===== config.mk =====
export PLATFORM = sky130hd
export DESIGN_NAME = lke_top
export DESIGN_NICKNAME = d
export VERILOG_FILES = /design/src/pkg/lke_pkg.sv /design/src/rtl/lke_sync.sv /design/src/rtl/lke_rise.sv /design/src/rtl/lke_top.sv
export VERILOG_INCLUDE_DIRS = /design/src /design/src/pkg
export SDC_FILE = /design/constraint.sdc
export NUM_CORES = 1
export LEC_CHECK = 0
export ABC_AREA = 1
export BUFFER_PORTS_ARGS = -buffer_cell sky130_fd_sc_hd__buf_2
export CORE_ASPECT_RATIO = 1.25
export CORE_MARGIN = 2
export CORE_UTILIZATION = 37
export CTS_BUF_LIST = sky130_fd_sc_hd__clkbuf_16
export DETAILED_ROUTE_END_ITERATION = 8
export GPL_TIMING_DRIVEN = 0
export SLEW_MARGIN = 30
export SYNTH_ARGS = -nofsm -noshare
export SYNTH_HDL_FRONTEND = slang
export SYNTH_HIERARCHICAL = 1
export SYNTH_SLANG_ARGS = --single-unit

===== constraint.sdc =====
create_clock -name clk -period 2.14 [get_ports clk]
set_input_delay 0.214 -clock clk [delete_from_list [all_inputs] [get_ports clk]]
set_output_delay 0.214 -clock clk [all_outputs]
set_load 0.005 [all_outputs]

===== src/pkg/lke_map.svh =====
// Purpose: Offsets, field positions, reset values for legacy keyboard emulation
// Assumes: Offsets are byte offsets from the operational register base
// Notes: Definitions only
`ifndef LKE_MAP_SVH
`define LKE_MAP_SVH
`define LKE_OFS_CONTROL 12'h100
`define LKE_OFS_INPUT 12'h104
`define LKE_OFS_OUTPUT 12'h108
`define LKE_OFS_STATUS 12'h10C
`define LKE_PORT_DATA 16'h0060
`define LKE_PORT_CMD 16'h0064
`define LKE_CMD_GATE_A20 8'hD1
`define LKE_CTRL_RESET 9'h000
`define LKE_CTRL_SW_MASK 9'h13D
`define LKE_CTRL_W1C_MASK 9'h0C0
`define LKE_BIT_OUT_FULL 0
`define LKE_BIT_IN_FULL 1
`define LKE_BIT_CMD_DATA 3
`define LKE_BIT_AUX_FULL 5
`define LKE_BIT_GA20_DATA 1
`define LKE_SYNC_STAGES 2
`endif


===== src/pkg/lke_pkg.sv =====
// Purpose: Types shared by the legacy keyboard emulation block
// Assumes: Nothing
// Notes: Field order follows the register bit order, MSB first
package lke_pkg;
    typedef struct packed {
        logic gate_a20_level;
        logic mouse_irq_seen;
        logic keyboard_irq_seen;
        logic gate_a20_seq_active;
        logic kbc_irq_forward_en;
        logic output_irq_enable;
        logic char_pend_int_en;
        logic emulation_int_flag;
        logic legacy_emul_on;
    } lke_ctrl_s;
    typedef struct packed {
        logic parity_err;
        logic timeout_err;
        logic aux_out_full;
        logic inhibit_sw;
        logic cmd_data;
        logic sys_flag;
        logic in_full;
        logic out_full;
    } lke_stat_s;
    typedef struct packed {
        logic req;
        logic wr;
        logic [15:0] addr;
        logic [7:0] wdata;
    } lke_io_req_s;
endpackage


===== src/rtl/lke_sync.sv =====
// Purpose: Two flip-flop level synchroniser
// Assumes: Input is asynchronous to clk
// Notes: First stage is read only by the second
`timescale 1ns/10ps
module lke_sync #(
    parameter int WIDTH = 1
) (
    // Clock and reset
    input wire logic clk,
    input wire logic rst_n,
    // Data
    input wire logic [WIDTH-1:0] async_in,
    output logic [WIDTH-1:0] sync_out
);
    logic [WIDTH-1:0] meta_ff;
    logic [WIDTH-1:0] hold_ff;
    always_ff @(posedge clk or negedge rst_n) begin
        if (!rst_n) begin
            meta_ff <= '0;
            hold_ff <= '0;
        end else begin
            meta_ff <= async_in;
            hold_ff <= meta_ff;
        end
    end
    assign sync_out = hold_ff;
endmodule


===== src/rtl/lke_rise.sv =====
// Purpose: Rising edge detector, pulse decoded combinationally from input and last value
// Assumes: Input already in the clk domain
// Notes: Pulse lasts one cycle
`timescale 1ns/10ps
module lke_rise #(
    parameter int WIDTH = 1
) (
    // Clock and reset
    input wire logic clk,
    input wire logic rst_n,
    // Data
    input wire logic [WIDTH-1:0] level_in,
    output logic [WIDTH-1:0] rise_pulse
);
    logic [WIDTH-1:0] last_ff;
    always_ff @(posedge clk or negedge rst_n) begin
        if (!rst_n) begin
            last_ff <= '0;
        end else begin
            last_ff <= level_in;
        end
    end
    assign rise_pulse = level_in & ~last_ff;
endmodule


===== src/rtl/lke_top.sv =====
// Purpose: Legacy keyboard and mouse emulation registers and port trapping
// Assumes: Register and I/O requests come from logic on clk
// Notes: Keyboard controller IRQ pins are synchronised before use
//
// Overview of operation
// - Four registers at 100h, 104h, 108h, 10Ch
// - Port 60h read returns output, clears full
// - Port 60h write captures, sets in_full, clears cmd
// - Port 64h read returns status, no effects
// - Port 64h write captures, clears in_full, sets cmd
// - Control bit 8 is A20 level, compared
// - Bit 7 flags MOUSE_IRQ_LINE edge, write one clears
// - Bit 6 flags KEYBOARD_IRQ_LINE edge, write one clears
// - Bit 5 set by D1h, cleared otherwise
// - Bit 4 forwards controller IRQs as emulation interrupt
// - Bit 3 drives KEYBOARD_IRQ_LINE or MOUSE_IRQ_LINE while full
// - Bit 2 interrupts while output buffer empty
// - Bit 1 read-only emulation interrupt condition
// - Bit 0 enables decode, IRQs, emulation interrupts other than forwarded controller IRQs
// - Input register low byte holds written byte
// - Memory status access has no side effects
`timescale 1ns/10ps
`include "lke_map.svh"
module lke_top #(
    parameter int RAW = 12
) (
    // Clock and reset
    input wire logic clk,
    input wire logic reset_n,
    // Memory register port
    input wire logic reg_req,
    input wire logic reg_wr,
    input wire logic [RAW-1:0] reg_addr,
    input wire logic [31:0] reg_wdata,
    output logic reg_ack_ff,
    output logic [31:0] reg_rdata_ff,
    // Trapped I/O cycles
    input wire lke_pkg::lke_io_req_s io_in,
    output logic io_ack_ff,
    output logic io_claim_ff,
    output logic [7:0] io_rdata_ff,
    // Keyboard controller IRQ pins
    input wire logic kbc_keyboard_irq_line_pin,
    input wire logic kbc_mouse_irq_line_pin,
    // Interrupt outputs
    output logic keyboard_irq_line_ff,
    output logic mouse_irq_line_ff,
    output logic emul_int_ff
);
    logic [1:0] rst_pipe_ff;
    logic rst_n;
    lke_pkg::lke_ctrl_s ctrl_ff;
    lke_pkg::lke_ctrl_s nxt_ctrl;
    lke_pkg::lke_stat_s stat_ff;
    lke_pkg::lke_stat_s nxt_stat;
    logic [7:0] in_data_ff;
    logic [7:0] out_data_ff;
    logic a20_quiet_ff;
    logic [1:0] kbc_sync;
    logic [1:0] kbc_rise;
    logic port_hit;
    logic rd60;
    logic wr60;
    logic rd64;
    logic wr64;
    logic a20_match;
    logic ei_cond;

    function automatic logic addr_is(input logic [RAW-1:0] a, input logic [11:0] ofs);
        addr_is = (a == ofs[RAW-1:0]);
    endfunction

    function automatic logic port_is(input logic [15:0] a, input logic [15:0] p);
        port_is = (a == p);
    endfunction

    // Reset release through two flops
    always_ff @(posedge clk or negedge reset_n) begin
        if (!reset_n) begin
            rst_pipe_ff <= 2'h0;
        end else begin
            rst_pipe_ff <= {rst_pipe_ff[0], 1'b1};
        end
    end
    assign rst_n = rst_pipe_ff[1];

    lke_sync #(.WIDTH(2)) u_sync (
        .clk(clk),
        .rst_n(rst_n),
        .async_in({kbc_mouse_irq_line_pin, kbc_keyboard_irq_line_pin}),
        .sync_out(kbc_sync)
    );

    lke_rise #(.WIDTH(2)) u_rise (
        .clk(clk),
        .rst_n(rst_n),
        .level_in(kbc_sync),
        .rise_pulse(kbc_rise)
    );

    assign port_hit = io_in.req && ctrl_ff.legacy_emul_on &&
        (port_is(io_in.addr, `LKE_PORT_DATA) || port_is(io_in.addr, `LKE_PORT_CMD));
    assign rd60 = port_hit && !io_in.wr && port_is(io_in.addr, `LKE_PORT_DATA);
    assign wr60 = port_hit && io_in.wr && port_is(io_in.addr, `LKE_PORT_DATA);
    assign rd64 = port_hit && !io_in.wr && port_is(io_in.addr, `LKE_PORT_CMD);
    assign wr64 = port_hit && io_in.wr && port_is(io_in.addr, `LKE_PORT_CMD);

    assign a20_match = wr60 && ctrl_ff.gate_a20_seq_active &&
        (io_in.wdata[`LKE_BIT_GA20_DATA] == ctrl_ff.gate_a20_level);

    // Matching A20 data needs no software, so it raises no interrupt
    always_ff @(posedge clk or negedge rst_n) begin
        if (!rst_n) begin
            a20_quiet_ff <= 1'b0;
        end else if (wr60 || wr64) begin
            a20_quiet_ff <= a20_match;
        end
    end

    assign ei_cond = (ctrl_ff.kbc_irq_forward_en &&
            (ctrl_ff.keyboard_irq_seen || ctrl_ff.mouse_irq_seen)) ||
        (ctrl_ff.legacy_emul_on && stat_ff.in_full && !a20_quiet_ff) ||
        (ctrl_ff.legacy_emul_on && ctrl_ff.char_pend_int_en && !stat_ff.out_full);

    always_comb begin
        nxt_ctrl = ctrl_ff;
        if (reg_req && reg_wr && addr_is(reg_addr, `LKE_OFS_CONTROL)) begin
            nxt_ctrl = (ctrl_ff & ~`LKE_CTRL_SW_MASK) |
                (lke_pkg::lke_ctrl_s'(reg_wdata[8:0]) & `LKE_CTRL_SW_MASK);
            nxt_ctrl.mouse_irq_seen = ctrl_ff.mouse_irq_seen & ~reg_wdata[7];
            nxt_ctrl.keyboard_irq_seen = ctrl_ff.keyboard_irq_seen & ~reg_wdata[6];
        end
        if (kbc_rise[1]) begin
            nxt_ctrl.mouse_irq_seen = 1'b1;
        end
        if (kbc_rise[0]) begin
            nxt_ctrl.keyboard_irq_seen = 1'b1;
        end
        if (wr64) begin
            nxt_ctrl.gate_a20_seq_active = (io_in.wdata == `LKE_CMD_GATE_A20);
        end
        nxt_ctrl.emulation_int_flag = ei_cond;
    end

    always_ff @(posedge clk or negedge rst_n) begin
        if (!rst_n) begin
            ctrl_ff <= lke_pkg::lke_ctrl_s'(`LKE_CTRL_RESET);
        end else begin
            ctrl_ff <= nxt_ctrl;
        end
    end

    // memory writes plain, port effects win
    always_comb begin
        nxt_stat = stat_ff;
        if (reg_req && reg_wr && addr_is(reg_addr, `LKE_OFS_STATUS)) begin
            nxt_stat = lke_pkg::lke_stat_s'(reg_wdata[7:0]);
        end
        if (rd60) begin
            nxt_stat.out_full = 1'b0;
        end
        if (wr60) begin
            nxt_stat.in_full = 1'b1;
            nxt_stat.cmd_data = 1'b0;
        end
        if (wr64) begin
            nxt_stat.in_full = 1'b0;
            nxt_stat.cmd_data = 1'b1;
        end
    end

    always_ff @(posedge clk or negedge rst_n) begin
        if (!rst_n) begin
            stat_ff <= '0;
        end else begin
            stat_ff <= nxt_stat;
        end
    end

    always_ff @(posedge clk or negedge rst_n) begin
        if (!rst_n) begin
            in_data_ff <= 8'h00;
        end else if (wr60 || wr64) begin
            in_data_ff <= io_in.wdata;
        end else if (reg_req && reg_wr && addr_is(reg_addr, `LKE_OFS_INPUT)) begin
            in_data_ff <= reg_wdata[7:0];
        end
    end

    always_ff @(posedge clk or negedge rst_n) begin
        if (!rst_n) begin
            out_data_ff <= 8'h00;
        end else if (reg_req && reg_wr && addr_is(reg_addr, `LKE_OFS_OUTPUT)) begin
            out_data_ff <= reg_wdata[7:0];
        end
    end

    always_ff @(posedge clk or negedge rst_n) begin
        if (!rst_n) begin
            reg_ack_ff <= 1'b0;
            reg_rdata_ff <= 32'h0000_0000;
        end else begin
            reg_ack_ff <= reg_req;
            reg_rdata_ff <= 32'h0000_0000;
            if (reg_req && !reg_wr) begin
                if (addr_is(reg_addr, `LKE_OFS_CONTROL)) begin
                    reg_rdata_ff <= {23'h00_0000, ctrl_ff};
                end else if (addr_is(reg_addr, `LKE_OFS_INPUT)) begin
                    reg_rdata_ff <= {24'h00_0000, in_data_ff};
                end else if (addr_is(reg_addr, `LKE_OFS_OUTPUT)) begin
                    reg_rdata_ff <= {24'h00_0000, out_data_ff};
                end else if (addr_is(reg_addr, `LKE_OFS_STATUS)) begin
                    reg_rdata_ff <= {24'h00_0000, stat_ff};
                end
            end
        end
    end

    always_ff @(posedge clk or negedge rst_n) begin
        if (!rst_n) begin
            io_ack_ff <= 1'b0;
            io_claim_ff <= 1'b0;
            io_rdata_ff <= 8'h00;
        end else begin
            io_ack_ff <= io_in.req;
            io_claim_ff <= port_hit;
            io_rdata_ff <= rd60 ? out_data_ff : (rd64 ? stat_ff : 8'h00);
        end
    end

    // IRQs need enable
    // Lines follow output full; seen bits only hold the emulation interrupt until written one
    always_ff @(posedge clk or negedge rst_n) begin
        if (!rst_n) begin
            keyboard_irq_line_ff <= 1'b0;
            mouse_irq_line_ff <= 1'b0;
            emul_int_ff <= 1'b0;
        end else begin
            keyboard_irq_line_ff <= ctrl_ff.legacy_emul_on && ctrl_ff.output_irq_enable &&
                stat_ff.out_full && !stat_ff.aux_out_full;
            mouse_irq_line_ff <= ctrl_ff.legacy_emul_on && ctrl_ff.output_irq_enable &&
                stat_ff.out_full && stat_ff.aux_out_full;
            emul_int_ff <= ei_cond;
        end
    end
endmodule


==> results of run 1 <==
-- per-layer routing --
metal  part of all wire (%)  wire [µm]  vias up  track usage (%)
li1                       -          -     1382                -
met1                     43       3152     1247            22.09
met2                     49       3630       93            27.80
met3                    6.1        449       14            2.925
met4                    2.2        166        0            8.929
met5                      0          0        -                0
-- worst max-delay path: cells and delay by family (launching register included) --
family                 cells  cell delay [ps]
buffers and inverters      2              270
AND/OR/NAND/NOR            5              600
flip-flops                 1              310
-- sequential cells by signal, indices dropped and copies added (netlist names), 2 cells and up --
signal           count
in_data_ff           8
ctrl_ff              8
io_rdata_ff          8
out_data_ff          8
u_sync/sync_out      2
u_sync/meta_ff       2
u_rise/last_ff       2
rst_pipe_ff          2
reg_rdata_ff         9
stat_ff              8
-- how the worst max path moves through the flow --
stage	from	to	slack, ps	cells after the start
after floorplan	rst_pipe_ff[1]	a20_quiet_ff	230	0
after global placement	rst_pipe_ff[1]	reg_rdata_ff[7]	-460	0
after detailed placement	io_in[9]	io_rdata_ff[2]	630	10
after CTS	ctrl_ff[0]	io_rdata_ff[2]	860	7
after global routing	ctrl_ff[0]	io_rdata_ff[6]	730	7
final	ctrl_ff[0]	io_rdata_ff[2]	890	7
-- cells by family (layout without fill, tap and decap cells) --
kind of cell | Yosys count | in the layout | synth area share, %
AO/OA/AOI/OAI | 48 | 48 | 8.727
flip-flops | 64 | 64 | 50.77
AND/OR/NAND/NOR | 180 | 180 | 27.69
other | 2 | 24 | 0.2381
buffers and inverters | 74 | 168 | 12.57
-- layout by cell type, fill, tap and decap left out, types with 3 or more instances in the layout --
| cell type | n |
|---|---|
| a21oi_1 | 3 |
| a31oi_1 | 4 |
| buf_2 | 78 |
| buf_4 | 25 |
| clkbuf_16 | 9 |
| clkinv_1 | 4 |
| conb_1 | 24 |
| dfrtp_1 | 63 |
| dlygate4sd3_1 | 3 |
| inv_1 | 35 |
| inv_2 | 7 |
| nand2_1 | 84 |
| nand2_4 | 3 |
| nand3_1 | 48 |
| nand3_2 | 3 |
| nand4_1 | 5 |
| nor2_1 | 19 |
| nor2_2 | 6 |
| o211ai_1 | 12 |
| o21ai_0 | 8 |
| o21ai_1 | 21 |
-- what timing repair did --
item / 4_1_cts / 5_1_grt
gates resized for setup: 0 / 0
hold endpoints to repair: 4 / 0
hold buffers: 3 / 0
-- metrics by stage --
step	setup TNS (ps)	std cells	power, W	utilization [%]
2_1_floorplan	0	390	0.001346	-
3_3_place_gp	-28210	561	0.001422	45.25
3_5_place_dp	0	562	0.001432	45.54
4_1_cts	0	581	0.002928	49.61
5_1_grt	0	581	0.002999	49.61
6_report	0	581	0.002904	49.61
-- power breakdown --
group          total (W)  switching, W  internal (W)
sequential       0.00124     0.0000145       0.00122
clock            0.00149      0.000490      0.000999
combinational   0.000177     0.0000951     0.0000820
total            0.00290      0.000600       0.00230
-- layout make-up --
| cell class | instances | area, µm² | area share, % |
|---|---|---|---|
| flip-flops and latches | 64 | 1605 | 39.27 |
| repair buffers | 78 | 420.4 | 10.28 |
| inverters | 43 | 166.4 | 4.071 |
| well taps | 97 | 121.4 | 2.969 |
| clock inverters | 7 | 80.08 | 1.959 |
| plain buffers | 31 | 230.2 | 5.632 |
| multi-input cells | 252 | 1239 | 30.30 |
| clock buffers | 9 | 225.2 | 5.510 |
==> reports/metrics.sh, run 1 <==
STATUS='completed'
CRITICAL_PATH.MAX_FANOUT=8
FRACTION_OF_SYNTHESIZED_CELL_AREA_TAKEN_BY_THE_TOP_AREA_CELL_TYPE_PCT=50.77
GRT_PASS1_VIAS=2612
CTSLONGESTPATHBUFFERS=2
R2R-START='ctrl_ff[0]'
TIMING_WORST_SETUP_PATH_TYPE='flip-flop to flip-flop'
MAX-CAP-VIOLATIONS=0
R2R_END='io_rdata_ff[2]'
DIE-HEIGHT_UM=107.2
PLACE.GP.CONGESTION=0.8590
FP.COREAREA_UM2=8240
POSTLAYOUTCELLAREA_UM2=4088
VIAS_PER_CELL=4.709
CTS_TREE='yes'
SYNTHDOMINANTAREACELLTYPE='dfrtp_1'
SYNTH-EDFF-COUNT=0
DIE_W_UM=86.59
WORST_R2R_PATH_DEPTH=7
CRITPATHARRIVALTIME_PS=1510
LAYOUT-AREA-OVERHEAD-VS-SYNTH_PCT=29.59
POST_SYNTH_MAIN_AREA_CONTRIBUTORS='dfrtp_1 51%, nand2_1 10%, nand3_1 7.6%, buf_4 6.0%, inv_1 3.8%'
CP_CELL_SEQUENCE='buf_2 > nand2_1 > inv_2 > nand2_4 > nor3_4 > nand2_1 > nand2_1'
REG2REG_SETUP_SLACK_PS=890
HOLD_VIOL_FINAL=0
GRT_PASS1_WL_UM=12450
MAX-VDD-IR-DROP_V=0.0004074
ROWS=37
IOS=122
CLOCK_TREE.HTREE_LEVEL_COUNT=3
POWER_PER_CELL_AREA_nW_PER_UM2=710.3
SHARE_OF_CELLS_ABOVE_DRIVE_STRENGTH_1_PCT=29.96
LEAKAGE_nW=2.251
SLEW_VIOL_FINAL=0
REMAINING_DESIGN_RULE_VIOLATION_COUNT=0
TOTAL_OVERFLOW_REPORTED_BY_THE_GLOBAL_ROUTER=0
SETUP_VIOL_COUNT_FINAL=0
TIMING.CRITICAL_PATH.SLOWEST_CELL_DELAY_PS=310
SYNTH-WARNING-COUNT=6
START_UTIL_PCT=38.28
MAX-SLEW-MARGIN-REL_PCT=63.83
NUMCLOCKSINKS=64
YOSYS_MOST_USED_DFF='dfrtp_1'
CRITICAL_PATH.STARTPOINT_TYPE='flip-flop'
CTS_MADE_BUFFERS=9
VIAS=2736
TIGHTESTPINTRANSITION_PS=540.5
DRT-TOTAL-WL_UM=7398
NUMBER_OF_REGISTER_BITS_INFERRED_BY_SYNTHESIS=64
PLACE_WS_PS=626.2
HOLD_PATH.STARTPOINT='reg_req'
FINAL.FILL_COUNT=815
CLOCK_SLEW_SEEN_BY_THE_REGISTERS_OF_THE_WORST_SETUP_AND_HOLD_PATHS_PS=50
SYN_AVG_CELL_AREA_UM2=8.571
NETLIST-CELL-TYPE-COUNT=31
FIN_SKEW_PS=6.212
PLACEMENT.CELL_AREA_UM2=3752
WORST_HOLD_PATH.NUM_CELLS=1
FINALCRITICALPERIOD_PS=1252
ASYNC_FLOP_SHARE_PCT=100.0
DETAIL_PLACEMENT_HPWL_UM=5874
ANTENNA_FOUND_INITIAL=0
DRT-WIRELENGTH-PER-CELL_UM=12.73
REMAINING_ANTENNA_VIOLATION_COUNT_AFTER_ROUTING=0
CP.REQUIRED_PS=2400
FINAL_CRITICAL_PATH_SETUP_SLACK_PS=887.8
CLOCK_LATENCY_PS=330
CTS.REPAIR_TIMING.SETUP_BUFFER_COUNT=0
PERIOD_UTILIZATION_POST_ROUTE_PCT=58.51
ANTENNA_CELLS=0
GRT.TOTAL_USAGE_PCT=17.26
TIMING.CRITICAL_PATH.MODE_CELL='nand2_1'
CTSROOTBUFFERMASTER='clkbuf_16'
FP.DIEAREA_UM2=9285
NNETSFINAL=555
YOSYS-TOP-CELLS-COUNT='84 x nand2_1, 64 x dfrtp_1, 48 x nand3_1'
CRITPATHCAPTURETYPE='flip-flop'
POST-SYNTH-TOP-COUNT-CELL='nand2_1'
DRT_FIRST_ITER_VIOLATIONS=127
GRT_MAX_DEGREE=35
GRT_SETUP_UNREPAIRED='no'
MIN_PATH_TYPE='input port to flip-flop'
PORT-BUFFER-COUNT=74
DETAILEDROUTE.FIRSTPASSITERATIONCOUNT=4
FIN_WORST_HOLD_SLACK_PS=22.08
WORST_PATH_MAX_DELAY_CELL='dfrtp_1'
NETLIST_AREA_PRE_PLACE_UM2=3154
MAX_FREQ_MHz=798.6
POSTSYNTHCELLCOUNT=368
SYNTH_SEQUENTIAL_AREA_RATIO_PCT=50.77
WHS_ENDPOINT='reg_ack_ff'
No activity file was read; power rests on OpenSTA's default activity.
==> run 2: changes to the inputs <==
- PLACE_DENSITY: default -> 0.66
- clock period: 2.14 -> 1.12 ns (I/O delays scaled with it)
==> run 2 against run 1 <==
The run now ends with setup timing left. Sequential power is 91% higher. Die area stayed put. First-iteration DRC count is 63% higher. Global-route usage hardly changed. Sequential cell count stayed put. Via count is 3.6% higher. Critical path depth stayed put. Worst setup slack worse by 900 ps. Utilization is 3.7 points higher. Clock-buffer cell count stayed put. Worst hold slack worse by 2.2 ps. Critical path type unchanged.
==> reports/metrics.sh, run 2 (synthesis results as in run 1) <==
NUMCLOCKSINKS=64
CLOCK_SLEW_SEEN_BY_THE_REGISTERS_OF_THE_WORST_SETUP_AND_HOLD_PATHS_PS=50
FIN_WORST_HOLD_SLACK_PS=19.85
POSTLAYOUTCELLAREA_UM2=4393
VIOLATIONS='setup timing'
REGISTERS.TOP_BY_FF_COUNT='reg_rdata_ff'
MOST_COMMON_CELL_AFTER_LAYOUT_FILL_AND_TAPS_ASIDE='buf_2'
HOLD_VIOL_FINAL=0
CTS_TREE='yes'
TOTAL_OVERFLOW_REPORTED_BY_THE_GLOBAL_ROUTER=0
DIE-HEIGHT_UM=107.2
PLACE.GP.CONGESTION=0.8925
GRT.TOTAL_USAGE_PCT=17.28
FINAL_CORE_UTIL_PCT=53.31
GRT_PASS1_WL_UM=12460
TIGHTESTPINTRANSITION_PS=506.6
CLOCK_LATENCY_PS=320
PLACEMENT.CELL_AREA_UM2=3732
PORT-BUFFER-COUNT=74
MIN_PATH_TYPE='input port to flip-flop'
CRITPATHCAPTURETYPE='flip-flop'
START_UTIL_PCT=38.28
DRT-WIRELENGTH-PER-CELL_UM=13.34
ANTENNA_CELLS=0
CRITICAL_PATH.STARTPOINT_TYPE='flip-flop'
VIAS_PER_CELL=4.787
IOS=122
CRITPATHARRIVALTIME_PS=1330
FINAL_CRITICAL_PATH_SETUP_SLACK_PS=-7.293
FIN_SKEW_PS=4.410
STATUS='complete, but fails checks'
GRT_SETUP_UNREPAIRED='yes'
LAYOUT_COMMON_CELLS='77 x buf_2, 62 x dfrtp_1, 60 x nand2_1'
VIAS=2834
NNETSFINAL=567
LAYOUT-AREA-OVERHEAD-VS-SYNTH_PCT=39.27
FINALCRITICALPERIOD_PS=1127
CP.REQUIRED_PS=1330
CLOCK_TREE.HTREE_LEVEL_COUNT=3
POWER_PER_CELL_AREA_nW_PER_UM2=1153
DIE_W_UM=86.59
PERIOD_UTILIZATION_POST_ROUTE_PCT=100.7
REMAINING_DESIGN_RULE_VIOLATION_COUNT=0
SLEW_VIOL_FINAL=0
FIN_CELLS=592
MAX-CAP-VIOLATIONS=0
MAX-SLEW-MARGIN-REL_PCT=66.10
TIMING_WORST_SETUP_PATH_TYPE='flip-flop to flip-flop'
GRT_PASS1_VIAS=2690
REMAINING_ANTENNA_VIOLATION_COUNT_AFTER_ROUTING=0
MAX-VDD-IR-DROP_V=0.0007647
LEAKAGE_nW=2.466
SETUP_VIOL_COUNT_FINAL=3
CTSROOTBUFFERMASTER='clkbuf_16'
LARGEST_REGISTER_FF_COUNT=9
FP.DIEAREA_UM2=9285
CRITICAL_PATH.MAX_FANOUT=8
ANTENNA_FOUND_INITIAL=0
CTSLONGESTPATHBUFFERS=2
FP.COREAREA_UM2=8240
MAX_FREQ_MHz=887.1
DRT-TOTAL-WL_UM=7897
GRT_MAX_DEGREE=63
CTS_MADE_BUFFERS=9
DETAILEDROUTE.FIRSTPASSITERATIONCOUNT=4
ROWS=37
SHARE_OF_CELLS_ABOVE_DRIVE_STRENGTH_1_PCT=39.19
NUMPLACEDINSTANCES=561
DRT_FIRST_ITER_VIOLATIONS=207
DETAIL_PLACEMENT_HPWL_UM=5842
==> run 2: cell types whose count changed in the layout (fill, tap and decap cells not counted), moves of 3 or more <==
cell	delta
buf_4	+6
nand2_1	-24
nand3_1	-12
nand2_2	+14
nand3_2	+10
dlygate4sd3_1	+3
nand2_4	+10
==> run 2: power by group <==
group / internal [W] / switching, W / leakage (nW)
Combinational: 0.000168 / 0.000202 / 1.49
Sequential: 0.00234 / 0.0000307 / 0.843
Clock: 0.00143 / 0.000896 / 0.135
Total: 0.00394 / 0.00113 / 2.47
==> run 2: per-stage QoR <==
| step | setup TNS, ps | power (W) | setup slack [ps] |
|---|---|---|---|
| floorplan | 0 | 0.002573 | 13.04 |
| global placement | -30590 | 0.002718 | -345.9 |
| detailed placement | -11220 | 0.002726 | -337.0 |
| CTS | -226.5 | 0.005088 | -20.76 |
| global route | -501.1 | 0.005245 | -52.31 |
| finish | -18.27 | 0.005067 | -7.293 |
==> run 2: worst paths after layout <==
check	end	slack, ps	cells after the start	start
setup / recovery	in_data_ff[1]	-7	7	ctrl_ff[0]
hold / removal	in_data_ff[6]	20	3	io_in[6]
hold reg to reg	ctrl_ff[0]	280	0	rst_pipe_ff[1]
setup reg to reg	in_data_ff[1]	-7	7	ctrl_ff[0]
min in group asynchronous	rst_pipe_ff[1]	100	2	reset_n
max in group asynchronous	u_rise/last_ff[1]	330	1	rst_pipe_ff[1]
==> run 2: area by class of cell <==
cell class | instances | area, µm²
Buffer | 30 | 239.0
Clock buffer | 9 | 225.2
Clock inverter | 6 | 22.52
Fill cell | 774 | 3847
Inverter | 43 | 180.2
Multi-Input combinational cell | 252 | 1459
Sequential cell | 64 | 1607
Tap cell | 97 | 121.4
Timing Repair Buffer | 91 | 539.3
==> run 2: metal layers <==
| metal | vias up | wire, µm | global-route usage, % |
|---|---|---|---|
| li1 | 1407 | - | - |
| met3 | 13 | 371 | 3.310 |
| met5 | - | 0 | 0 |
| met4 | 0 | 148 | 7.366 |
| met2 | 99 | 3987 | 28.24 |
| met1 | 1315 | 3389 | 22.23 |
==> run 2: timing repair <==
item | CTS | global route
pin swaps | 7 | 14
resized for setup | 19 | 49
cloned | 1 | 1
hold buffers | 6 | 0
setup buffers | 3 | 6
setup endpoints to repair | 19 | 61
endpoints found under the hold margin | 7 | 0
==> run 2: critical path, cell delays in order (launching register included) <==
cell      delay (ps)
dfrtp_2          430
nand2_4           80
inv_4             50
nand3_4           70
buf_6            150
clkinv_8          90
nand2_2           70
nand3_2           60
==> run 3: changes to the inputs <==
- clock period: 1.12 -> 1 ns (I/O delays scaled with it)
==> run 3 against run 2 <==
The run still ends with setup timing left. Clock skew grew 1.3 ps. Cell area grew 3.6%. Worst setup slack lost 120 ps. Clock power grew 25%. Worst hold slack lost 13 ps. Non-clock buffer count grew 9. Die area is the same. Critical path type unchanged.
==> reports/metrics.sh, run 3 (synthesis results as in run 1) <==
NNETSFINAL=576
CP.BUFFERS_INVERTERS=3
ROWS=37
CRITICAL_PATH.STARTPOINT_TYPE='flip-flop'
CTS_MADE_BUFFERS=9
CLOCK_TREE.HTREE_LEVEL_COUNT=3
SHARE_OF_CELLS_ABOVE_DRIVE_STRENGTH_1_PCT=40.28
WORST_PATH_MAX_DELAY_CELL='dfrtp_2'
PORT-BUFFER-COUNT=74
FINALCRITICALPERIOD_PS=1129
FIN_SKEW_PS=5.706
MAX_FREQ_MHz=885.5
GRT_SETUP_UNREPAIRED='yes'
MAX-VDD-IR-DROP_V=0.0008953
PERIOD_UTILIZATION_POST_ROUTE_PCT=112.9
LAYOUT-AREA-OVERHEAD-VS-SYNTH_PCT=44.35
HOLD_PATH.STARTPOINT='io_in[6]'
FINAL.FILL_COUNT=758
TIMING_WORST_SETUP_PATH_TYPE='flip-flop to flip-flop'
MAX-SLEW-MARGIN-REL_PCT=62.68
DRT-WIRELENGTH-PER-CELL_UM=13.94
POWER_PER_CELL_AREA_nW_PER_UM2=1325
MOST_COMMON_CELL_AFTER_LAYOUT_FILL_AND_TAPS_ASIDE='buf_2'
WHS_ENDPOINT='in_data_ff[6]'
GRT_MAX_DEGREE=33
DETAIL_PLACEMENT_HPWL_UM=5906
TIMING.CRITICAL_PATH.SLOWEST_CELL_DELAY_PS=440
LAYOUT_COMMON_CELLS='72 x buf_2, 69 x nand2_1, 62 x dfrtp_1'
FP.DIEAREA_UM2=9285
REMAINING_ANTENNA_VIOLATION_COUNT_AFTER_ROUTING=0
VIAS_PER_CELL=4.834
REGAREA_UM2=1607
LARGEST_REGISTER_FF_COUNT=9
DETAILEDROUTE.FIRSTPASSITERATIONCOUNT=4
REGISTERS.TOP_BY_FF_COUNT='reg_rdata_ff'
MULTI_INPUT_AREA_UM2=1456
CLOCK_SLEW_SEEN_BY_THE_REGISTERS_OF_THE_WORST_SETUP_AND_HOLD_PATHS_PS=50
PLACEMENT.CELL_AREA_UM2=3812
VIAS=2905
CP_CELL_SEQUENCE='nand2_4 > inv_4 > nand3_4 > buf_8 > clkinv_8 > nand2_2 > nand3_2'
MAX-CAP-VIOLATIONS=0
DIE-HEIGHT_UM=107.2
R2R-START='ctrl_ff[0]'
FIN_CELLS=601
STATUS='complete, but fails checks'
REMAINING_DESIGN_RULE_VIOLATION_COUNT=0
TIMING.CRITICAL_PATH.DEPTH=7
MET3_WIRELENGTH_UM=425
REG2REG_SETUP_SLACK_PS=-130
FINAL.SETUP.TNS_PS=-1715
CTS_TREE='yes'
WORST_HOLD_PATH.NUM_CELLS=3
R2R_END='in_data_ff[0]'
ROUTE.TOP_LAYER_USED='met4'
FINAL_CRITICAL_PATH_SETUP_SLACK_PS=-129.3
CRITPATHARRIVALTIME_PS=1330
ANTENNA_CELLS=0
GRT_PASS1_WL_UM=13400
CTSLONGESTPATHBUFFERS=2
START_UTIL_PCT=38.28
POSTLAYOUTCELLAREA_UM2=4553
IOS=122
FP.COREAREA_UM2=8240
SETUP_VIOL_COUNT_FINAL=22
VIOLATIONS='setup timing'
CRITPATHCAPTURETYPE='flip-flop'
DETAILROUTE.WIRELENGTH.MET2_UM=4363
DETAIL_ROUTE.WIRELENGTH.MET1_UM=3465
DRT-TOTAL-WL_UM=8375
GRT_PASS1_VIAS=2806
CP.REQUIRED_PS=1210
CRITICAL_PATH.MAX_FANOUT=8
TIGHTESTPINTRANSITION_PS=557.8
ANTENNA_FOUND_INITIAL=0
WORST_R2R_PATH_DEPTH=7
TOTAL_OVERFLOW_REPORTED_BY_THE_GLOBAL_ROUTER=0
PLACE.GP.CONGESTION=0.8427
LEAKAGE_nW=2.456
DRT_FIRST_ITER_VIOLATIONS=162
DIE_W_UM=86.59
HOLD_VIOL_FINAL=0
NUMPLACEDINSTANCES=561
NUMCLOCKSINKS=64
MIN_PATH_TYPE='input port to flip-flop'
GRT.TOTAL_USAGE_PCT=18.73
CLOCK_LATENCY_PS=320
CTSROOTBUFFERMASTER='clkbuf_16'
SLEW_VIOL_FINAL=0
CRITICAL-PATH-TOP-DELAY-FAMILY='flip-flops'
FIN_WORST_HOLD_SLACK_PS=6.523
[run 3: cell types whose count changed in the layout (fill, tap and decap cells not counted), moves of 3 or more]
| cell | change |
|---|---|
| nand2_2 | -3 |
| buf_2 | -5 |
| nand2_1 | +9 |
| clkinv_2 | +4 |
| nand2_4 | -6 |
| buf_4 | +8 |
| nor2_1 | -5 |
| nor2_4 | +6 |
| inv_1 | -3 |
[run 3: cell type report]
type	count	share of cell area, %
Sequential cell	64	35.28
Tap cell	97	2.666
Timing Repair Buffer	100	14.48
Clock inverter	6	1.154
Inverter	43	4.040
Multi-Input combinational cell	252	31.99
Buffer	30	5.441
Clock buffer	9	4.946
[run 3: metal layers]
layer,track usage [%],vias to the layer above
li1,-,1426
met1,23.58,1381
met2,31.32,88
met3,3.233,10
met4,8.147,0
met5,0,-
[run 3: worst max-delay path by stage]
stage | end | from
floorplan | in_data_ff[0] | ctrl_ff[0]
global placement | stat_ff[3] | reg_addr[11]
detailed placement | in_data_ff[4] | reg_addr[11]
CTS | io_rdata_ff[0] | ctrl_ff[0]
global route | in_data_ff[0] | ctrl_ff[0]
finish | in_data_ff[0] | ctrl_ff[0]
[run 3: repair_timing]
| item | CTS | global route |
|---|---|---|
| resized for setup | 16 | 38 |
| cloned | 2 | 1 |
| endpoints found under the hold margin | 7 | 0 |
| setup buffers | 7 | 10 |
| setup endpoints to repair | 26 | 40 |
| pin swaps | 8 | 15 |
| hold buffers | 6 | 0 |
[run 3: power breakdown]
| part | switching, W | internal [W] | total, W |
|---|---|---|---|
| clock network | 0.00104 | 0.00188 | 0.00292 |
| logic | 0.000247 | 0.000214 | 0.000461 |
| registers | 0.0000335 | 0.00262 | 0.00265 |
| total | 0.00132 | 0.00471 | 0.00603 |
[run 3: worst register-to-register path, cell delays in order, from the launching register on]
cell	delay (ps)
dfrtp_2	440
nand2_4	70
inv_4	50
nand3_4	70
buf_8	140
clkinv_8	80
nand2_2	80
nand3_2	80
[run 3: per-stage QoR]
step	utilization, %	setup WS (ps)	power (W)
CTS	52.20	-138.2	0.006042
floorplan	-	-83.24	0.002896
detailed placement	46.26	-428.4	0.003077
global placement	46.26	-366.4	0.003069
finish	55.25	-129.3	0.006035
global route	55.25	-176.2	0.006259
